## src/common/sacc_pkg.sv

```systemverilog
package sacc_pkg;

  // Result and conversion framing
  localparam int RESULT_BITS        = 16;
  localparam int CONV_PULSES        = 17;
  localparam int PULSE_CNT_W        = 5;
  localparam int CAL_CAP_STEPS      = 9;
  localparam int CAL_STEP_W         = 4;

  // Calibration length in clk cycles
  localparam int CAL_CYCLES         = 85532;
  localparam int CAL_CNT_W          = 17;

  // Host-side timing, in ns, and derived counts at 100 MHz
  localparam int CLK_PERIOD_NS      = 10;
  localparam int SAMPLE_HIGH_MIN_NS = 1000;
  localparam int SAMPLE_HIGH_CYC    =
    (SAMPLE_HIGH_MIN_NS + CLK_PERIOD_NS - 1) / CLK_PERIOD_NS;
  localparam int SAMPLE_LOW_MIN_NS  = 50;
  localparam int SAMPLE_LOW_CYC     =
    (SAMPLE_LOW_MIN_NS + CLK_PERIOD_NS - 1) / CLK_PERIOD_NS;
  localparam int FIRST_CLK_DELAY_NS = 1000;
  localparam int FIRST_CLK_DELAY_CYC =
    (FIRST_CLK_DELAY_NS + CLK_PERIOD_NS - 1) / CLK_PERIOD_NS;
  localparam int SAMPLE_BUSY_NS     = 50;
  localparam int SAMPLE_BUSY_CYC    =
    (SAMPLE_BUSY_NS + CLK_PERIOD_NS - 1) / CLK_PERIOD_NS;
  localparam int REACQ_DELAY_NS     = 100;
  localparam int REACQ_DELAY_CYC    = REACQ_DELAY_NS / CLK_PERIOD_NS;
  localparam int MCLK_HALF_CYC      = 4;
  localparam int TIME_CNT_W         = 12;

  // Device sequencer states
  typedef enum logic [2:0] {
    SACC_IDLE    = 3'b000,
    SACC_CAL_HLD = 3'b001,
    SACC_CAL_RUN = 3'b010,
    SACC_ACQ     = 3'b011,
    SACC_HOLD    = 3'b100,
    SACC_CONV    = 3'b101,
    SACC_REACQ   = 3'b110
  } sacc_dev_state_t;

  // Host sequencer states
  typedef enum logic [2:0] {
    SACH_IDLE    = 3'b000,
    SACH_CAL_HI  = 3'b001,
    SACH_CAL_WT  = 3'b010,
    SACH_SAMPLE  = 3'b011,
    SACH_SLOW    = 3'b100,
    SACH_CLK_HI  = 3'b101,
    SACH_CLK_LO  = 3'b110
  } sacc_host_state_t;

endpackage : sacc_pkg

```

## src/common/sacc_link_if.sv

```systemverilog
`timescale 1ns/1ps
interface sacc_link_if;
  logic sample_req;
  logic cal_req;
  logic master_clk;
  logic busy;
  logic serial_result_out;
  logic read_clk;

  modport dev (
    input  sample_req,
    input  cal_req,
    input  master_clk,
    output busy,
    output serial_result_out,
    output read_clk
  );

  modport host (
    output sample_req,
    output cal_req,
    output master_clk,
    input  busy,
    input  serial_result_out,
    input  read_clk
  );
endinterface : sacc_link_if

```

## src/rtl/sacc_device.sv

```systemverilog
`timescale 1ns/1ps
// Overview of operation
// - Calibrate high resets, raises busy, aborts
// - Calibration runs 85532 clocks after falling edge
// - Sample high during calibration gives diagnostic bits
// - Null offset, then nine capacitor corrections
// - Corrections applied to all later results
// - Host calibrates once after power-up
// - Acquisition then 17 master clock pulses
// - Host holds sample high minimum time
// - Input taken one aperture delay after fall
// - Sample fall raises busy, sample ignored
// - Host keeps sample low minimum time
// - Early master clock pulses are ignored
// - Idle: master clock ignored, outputs held; read clock still makes its last rise one clock after busy falls
// - Sample honoured again once busy falls
// - Sample high at pulse 17 reacquires
// - Busy high through conversion and calibration
// - Read clock derived from master clock
module sacc_device
  import sacc_pkg::*;
#(
  parameter int CAL_LEN   = CAL_CYCLES,
  parameter int RES_W     = RESULT_BITS
) (
  // Clock and reset
  input  wire logic             clk,
  input  wire logic             rst_b,
  // Link
  sacc_link_if.dev              link,
  // Analog front end, as a digital code
  input  wire logic [RES_W-1:0] analog_code,
  // Status
  output logic                  cal_valid,
  output logic                  sampling
);

  sacc_dev_state_t state;
  sacc_dev_state_t next_state;

  logic                   samp_q;
  logic                   cal_q;
  logic                   mclk_q;
  logic [CAL_CNT_W-1:0]   cal_cnt;
  logic [TIME_CNT_W-1:0]  tcnt;
  logic [PULSE_CNT_W-1:0] pulse_cnt;
  logic [RES_W-1:0]       held_code;
  logic [RES_W-1:0]       shift_reg;
  logic [RES_W-1:0]       offset_corr;
  logic [RES_W-1:0]       cap_corr [CAL_CAP_STEPS];
  logic [CAL_STEP_W-1:0]  cal_step;
  logic                   busy_r;
  logic                   serial_result_out_r;
  logic                   rclk_r;
  logic                   rclk_arm;
  logic                   diag_r;

  wire samp_fall  = samp_q & ~link.sample_req;
  wire cal_fall   = cal_q & ~link.cal_req;
  wire mclk_rise  = ~mclk_q & link.master_clk;
  wire mclk_fall  = mclk_q & ~link.master_clk;
  wire in_conv    = (state == SACC_CONV);
  // Early pulses ignored
  // first-clock gate
  wire clk_ok     = in_conv && (tcnt >= TIME_CNT_W'(FIRST_CLK_DELAY_CYC));
  wire last_pulse = clk_ok && mclk_rise && (pulse_cnt == PULSE_CNT_W'(CONV_PULSES - 1));
  wire cal_done   = (state == SACC_CAL_RUN) && (cal_cnt == CAL_CNT_W'(CAL_LEN - 1));
  // Correction folded in as a sum of stored terms
  logic [RES_W-1:0] corr_sum;
  always_comb begin
    corr_sum = offset_corr;
    for (int i = 0; i < CAL_CAP_STEPS; i++) begin
      corr_sum = corr_sum + cap_corr[i];
    end
  end
  wire [RES_W-1:0] corrected = held_code - corr_sum;

  always_comb begin
    next_state = state;
    unique case (state)
      SACC_IDLE:    if (link.sample_req) next_state = SACC_ACQ;
      SACC_CAL_HLD: if (cal_fall) next_state = SACC_CAL_RUN;
      SACC_CAL_RUN: if (cal_done) next_state = SACC_IDLE;
      SACC_ACQ:     if (samp_fall) next_state = SACC_HOLD;
      SACC_HOLD:    if (tcnt == TIME_CNT_W'(SAMPLE_BUSY_CYC - 1)) next_state = SACC_CONV;
      SACC_CONV: begin
        if (last_pulse) next_state = link.sample_req ? SACC_REACQ : SACC_IDLE;
      end
      SACC_REACQ:   if (tcnt == TIME_CNT_W'(REACQ_DELAY_CYC - 1)) next_state = SACC_ACQ;
      default:      next_state = SACC_IDLE;
    endcase
  end

  always_ff @(posedge clk or negedge rst_b) begin
    if (!rst_b) begin
      samp_q <= 1'b0;
      cal_q  <= 1'b0;
      mclk_q <= 1'b0;
    end else begin
      samp_q <= link.sample_req;
      cal_q  <= link.cal_req;
      mclk_q <= link.master_clk;
    end
  end

  always_ff @(posedge clk or negedge rst_b) begin
    if (!rst_b) begin
      state <= SACC_IDLE;
      tcnt  <= '0;
    end else if (link.cal_req) begin
      state <= SACC_CAL_HLD;
      tcnt  <= '0;
    end else begin
      state <= next_state;
      if (next_state != state) tcnt <= '0;
      else if (tcnt != '1) tcnt <= tcnt + 1'b1;
    end
  end

  always_ff @(posedge clk or negedge rst_b) begin
    if (!rst_b) begin
      cal_cnt <= '0;
    end else if (state != SACC_CAL_RUN || link.cal_req) begin
      cal_cnt <= '0;
    end else begin
      cal_cnt <= cal_cnt + 1'b1;
    end
  end

  always_ff @(posedge clk or negedge rst_b) begin
    if (!rst_b) begin
      cal_step    <= '0;
      offset_corr <= '0;
      cal_valid   <= 1'b0;
      for (int i = 0; i < CAL_CAP_STEPS; i++) cap_corr[i] <= '0;
    end else if (link.cal_req) begin
      cal_step  <= '0;
      cal_valid <= 1'b0;
    end else if (state == SACC_CAL_RUN) begin
      if (cal_step == '0 && cal_cnt == CAL_CNT_W'(1)) begin
        offset_corr <= '0;
        cal_step    <= cal_step + 1'b1;
      end else if (cal_step != '0 && cal_step <= CAL_STEP_W'(CAL_CAP_STEPS)
                   && cal_cnt == CAL_CNT_W'(32) * CAL_CNT_W'(cal_step)) begin
        cap_corr[cal_step - 1'b1] <= '0;
        cal_step <= cal_step + 1'b1;
      end
      if (cal_done) cal_valid <= 1'b1;
    end
  end

  always_ff @(posedge clk or negedge rst_b) begin
    if (!rst_b) begin
      pulse_cnt <= '0;
      held_code <= '0;
      shift_reg <= '0;
      serial_result_out_r   <= 1'b0;
      rclk_r    <= 1'b0;
      rclk_arm  <= 1'b0;
    end else if (link.cal_req) begin
      pulse_cnt <= '0;
      rclk_arm  <= 1'b0;
    end else begin
      rclk_arm <= 1'b0;
      if (state == SACC_ACQ) held_code <= analog_code;
      if (state == SACC_HOLD) pulse_cnt <= '0;
      if (clk_ok && mclk_rise) begin
        pulse_cnt <= pulse_cnt + 1'b1;
        // Pulse one only loads, so bits leave on pulses two..seventeen
        if (pulse_cnt == '0) begin
          shift_reg <= corrected;
        end else begin
          shift_reg <= {shift_reg[RES_W-2:0], 1'b0};
          serial_result_out_r   <= shift_reg[RES_W-1];
          rclk_arm  <= 1'b1;
        end
      end
      // read clock
      // Rises one clock after the bit so the read edge never races the data;
      // the last rise trails busy by that clock, then stays high while idle
      if (rclk_arm) rclk_r <= 1'b1;
      if (clk_ok && mclk_fall) rclk_r <= 1'b0;
    end
  end

  always_ff @(posedge clk or negedge rst_b) begin
    if (!rst_b) begin
      diag_r <= 1'b0;
    end else if (state == SACC_CAL_RUN && link.sample_req) begin
      diag_r <= cal_cnt[0];
    end
  end

  always_ff @(posedge clk or negedge rst_b) begin
    if (!rst_b) begin
      busy_r <= 1'b0;
    end else begin
      busy_r <= link.cal_req || next_state == SACC_CAL_HLD || next_state == SACC_CAL_RUN
                || next_state == SACC_CONV;
    end
  end

  assign link.busy              = busy_r;
  assign link.read_clk          = rclk_r;
  assign link.serial_result_out = (state == SACC_CAL_RUN && link.sample_req) ? diag_r : serial_result_out_r;
  assign sampling               = (state == SACC_ACQ);

endmodule : sacc_device

```

## src/flat_wrapper.sv

```systemverilog
// flat-port wrapper written by rule: the top's interface ports become plain ports
module sacc_device_flat import sacc_pkg::*;
#(
  parameter int CAL_LEN   = CAL_CYCLES,
  parameter int RES_W     = RESULT_BITS
)
  (clk, rst_b, analog_code, cal_valid, sampling, link_sample_req, link_cal_req, link_master_clk, link_busy, link_serial_result_out, link_read_clk);
  sacc_link_if link_i ();
  input  wire logic clk;
  input  wire logic rst_b;
  input  wire logic [RES_W-1:0] analog_code;
  output logic cal_valid;
  output logic sampling;
  input wire logic [$bits(link_i.sample_req)-1:0] link_sample_req;
  input wire logic [$bits(link_i.cal_req)-1:0] link_cal_req;
  input wire logic [$bits(link_i.master_clk)-1:0] link_master_clk;
  output wire logic [$bits(link_i.busy)-1:0] link_busy;
  output wire logic [$bits(link_i.serial_result_out)-1:0] link_serial_result_out;
  output wire logic [$bits(link_i.read_clk)-1:0] link_read_clk;
  assign link_i.sample_req = link_sample_req;
  assign link_i.cal_req = link_cal_req;
  assign link_i.master_clk = link_master_clk;
  assign link_busy = link_i.busy;
  assign link_serial_result_out = link_i.serial_result_out;
  assign link_read_clk = link_i.read_clk;
  sacc_device #(.CAL_LEN(CAL_LEN), .RES_W(RES_W)) u_core (.clk(clk), .rst_b(rst_b), .link(link_i), .analog_code(analog_code), .cal_valid(cal_valid), .sampling(sampling));
endmodule
```

## config.mk

```make
export PLATFORM = sky130hd
export DESIGN_NAME = sacc_device_flat
export DESIGN_NICKNAME = d
export VERILOG_FILES = /design/src/common/sacc_pkg.sv /design/src/common/sacc_link_if.sv /design/src/rtl/sacc_device.sv /design/src/flat_wrapper.sv
export SDC_FILE = /design/constraint.sdc
export NUM_CORES = 1
export LEC_CHECK = 0
export BUFFER_PORTS_ARGS = -buffer_cell sky130_fd_sc_hd__buf_4
export CORE_UTILIZATION = 45
export DETAILED_ROUTE_END_ITERATION = 10
export PLACE_DENSITY = 0.68
export SETUP_SLACK_MARGIN = 0.02
export SLEW_MARGIN = 20
export SYNTH_ARGS = -nofsm -noshare
export SYNTH_HDL_FRONTEND = slang
export SYNTH_SLANG_ARGS = --single-unit
```

## constraint.sdc

```tcl
create_clock -name clk -period 4.6 [get_ports clk]
set_input_delay 0.46 -clock clk [delete_from_list [all_inputs] [get_ports clk]]
set_output_delay 0.46 -clock clk [all_outputs]
set_load 0.005 [all_outputs]
```

==> impl_results.md <==
* Status: complete, but fails checks
* Failing checks: negative setup slack
* Initial Util at 0.456
* Length of routed met3 wiring at 767 um
* Cell mode on critical path: fa_1
* Setup CP Type: register to register
* Crit end category: register
* Cts bufs inserted at 27
* Critical Path AT at 5.10 ns
* Vias per cell at 4.90
* Final setup viols at 8
* Hold Path Class: primary input to async pin
* Worst slew pin tran at approximately 1.1 ns
* Pwr/cell area at 425 mW/mm^2
* Fill count at 2,470
* # rows at 61
* Biggest regs: u_core.cap_corr x144, u_core.cal_cnt x17
* Slowest stage delay, CP at 0.56 ns
* Die W at 170 um
* Commonest non-fill, non-tap cells in the layout: inv_1, dfrtp_1, buf_4
* Vias at 8,547
* Worst-path cell chain: fa_1 > inv_2 > fa_2 > fa_1 > inv_2 > fa_1 > fa_1 > inv_2 > ha_4 > nor2b_4 > o21a_1 > o21ai_2 > buf_6 > a211oi_4 > or3_1 > a31oi_1 > o21ai_1
* DP Wirelength at 18.7 mm
* Initial antenna violation count at 0
* Initial DRC count at about 420
* Clk slew on worst S/H paths at 0.06 ns
* Worst-case clock buffer depth at 3
* Final min period at 4.72 ns
* Critical path data required time at approximately 5 ns
* Clock sink count at 226
* Top layer in use: met4
* Peak supply drop at 0.311 mV
* R2R Setup Slk at -0.12 ns
* #FFs+latches synth at 226
* Syn-to-layout area delta at 19.1%
* Synth area leader: dfrtp_1
* Die area at 0.0288 mm^2
* Top FF cell, synth: dfrtp_1
* Non-Filler Instances at 1,743
* Leak pwr at ~0.0075 uW
* Mapped Area at roughly 0.013 mm^2
* Largest net degree at the start of global routing at 126
* Synthesized area per cell at 10.4 um^2
* Die H at 170 um
* Largest register FFs at 144
* Final slew viol count at 0
* I/O Pins at 26
* Cell variety after synth at 55
* Final wirelength at 26.7 mm
* Vias in the first global route at 8,985
* Cells after synthesis at 1,218
* Commonest non-fill, non-tap cell in the layout: inv_1
* Syn_nets at 1,386
* Wire per inst at 15.3 um
* Clock Latency Late Sink at between 0.5 and 0.6 ns
* # hold bufs at CTS at 0
* WL met1 at 12.0 mm
* Remaining antenna violation count at 0
* Ratio of cells with drive above 1 in the final layout at 0.177
* PortBufs at 25
* Dominant cells by area after synthesis: dfrtp_1, fa_1, inv_1
* H-tree levels at 1
* CTS tree: built
* Root buf cell: clkbuf_16
* Fin worst setup slack at -0.122 ns
* Crit path max-delay cell type: fa_1
* Clock skew at 0.00994 ns
* Inst Count DP at 1,693
* CP Buf/Inv Count at 4
* Largest Register: u_core.cap_corr
* First-pass GRT wire length at 45.2 mm
* GRT overflow at 0
* Initial DRT Pass Iterations at 5
* Final hold viol count at 0
* Crit-path max FO at 3
* Final Util at 0.543
* Sequential fraction of the synthesis area at 0.446
* Relative slew slack at 0.292
* Share of the synthesized area in the top cell type at 0.446
* Crit start category: register
* Gr usage total at 0.198
* Drt drc at 0
* Max-cap violations at 0
* Async set-reset flop share out of synthesis at 1.00
* Final nets at approximately 1,500
* Wire length on met2 at ~13 mm
* Yosys warnings at 0
* Gpl congestion at approximately 0.8
* Post-synth EDFFs at 0
* Area of the multi-input gates at 0.00621 mm^2
* Period utilization at 1.03
* Area occupied by registers at 0.00566 mm^2
* Fmax at about 0.21 GHz
* Kind of cell adding the most delay to the critical path: adder cells
* Core ar. at 0.0278 mm^2
* ANT cells at 0
* RSZ-0062 raised after global routing: yes
==> worst register-to-register path: cells and delay by family (launching register included) <==
kind	cells	cell delay (ns)
AND/OR/NAND/NOR	2	0.42
buffers and inverters	4	0.30
flip-flops	1	0.39
adder cells (fa/ha/maj)	6	2.79
AO/OA/AOI/OAI	5	0.68
==> report_power, final <==
part / switching (uW) / internal, uW / total (uW)
clock network: 779 / 1130 / 1910
registers: 52.1 / 2080 / 2130
logic: 1210 / 1170 / 2380
total: 2040 / 4380 / 6420
==> final cells by class <==
class	instances	area share
clock buffer	40	0.0507
clock inverter	2	0.000912
inverter	233	0.0580
multi-input combinational	720	0.411
sequential	226	0.375
tap	378	0.0313
timing repair buffer	144	0.0729
==> stage by stage <==
step / power [uW] / TNS, ns / setup WS [ns] / hold WS, ns / cell area [um^2]
6_report: 6420 / -0.567 / -0.122 / 0.0374 / 15100
5_1_grt: 6820 / -2.91 / -0.318 / 0.0435 / 15100
4_1_cts: 6280 / -0.725 / -0.109 / 0.0361 / 15000
3_5_place_dp: 4180 / -2.00 / -0.283 / 0.437 / 14100
3_3_place_gp: 4140 / -1.19 / -0.217 / 0.429 / 14100
2_1_floorplan: 3450 / 0 / 0.0287 / 0.164 / 12700
==> worst paths after layout <==
| kind | from | end | depth (start not counted) |
|---|---|---|---|
| min reg2reg | u_core.mclk_q | u_core.link.read_clk | 1 |
| max reg2reg | u_core.cap_corr[33] | u_core.shift_reg[15] | 17 |
| min | rst_b | u_core.cap_corr[2] | 1 |
| max in group asynchronous | rst_b | u_core.cap_corr[54] | 2 |
| max | u_core.cap_corr[33] | u_core.shift_reg[15] | 17 |
| min in group clk | link_sample_req | u_core.samp_q | 1 |
==> layer usage <==
| layer | vias to the layer above | track usage |
|---|---|---|
| met2 | 106 | 0.331 |
| met3 | 50 | 0.0247 |
| li1 | 4077 | - |
| met1 | 4314 | 0.271 |
| met4 | 0 | 0.0611 |
| met5 | - | 0 |
==> synthesized netlist by cell type, types with 3 or more instances <==
library cell,count
o21ai_0,46
nor4_1,5
or2_2,4
clkbuf_1,35
nor3b_1,3
nand4_1,9
a21o_1,5
o22ai_1,3
ha_1,31
and2_2,6
and2_1,42
nor2b_1,8
fa_1,116
nand3_1,33
o21a_1,13
o211ai_1,4
xor2_1,17
a21oi_1,92
xnor2_1,32
mux2i_1,6
nor3_1,25
or3_1,11
and2_4,10
and3_1,8
dfrtp_1,226
nor2_1,86
nand2_1,65
a31oi_1,8
inv_1,233
mux2_2,3
==> timing repair <==
action	CTS	global route
gates resized for setup	31	20
buffers inserted	5	3
endpoints found under the setup margin	13	13
pin swaps	38	27
==> cells by family (layout without fill, tap and decap cells) <==
family,after synthesis,in the layout,synth area share
simple gates,327,327,0.131
buf+inv,272,419,0.0818
flops,226,226,0.446
compound gates,186,186,0.0829
fa+ha+maj,148,148,0.215
xor+xnor,50,50,0.0356
mux,9,9,0.00740
(Power assumes the default switching activity.)
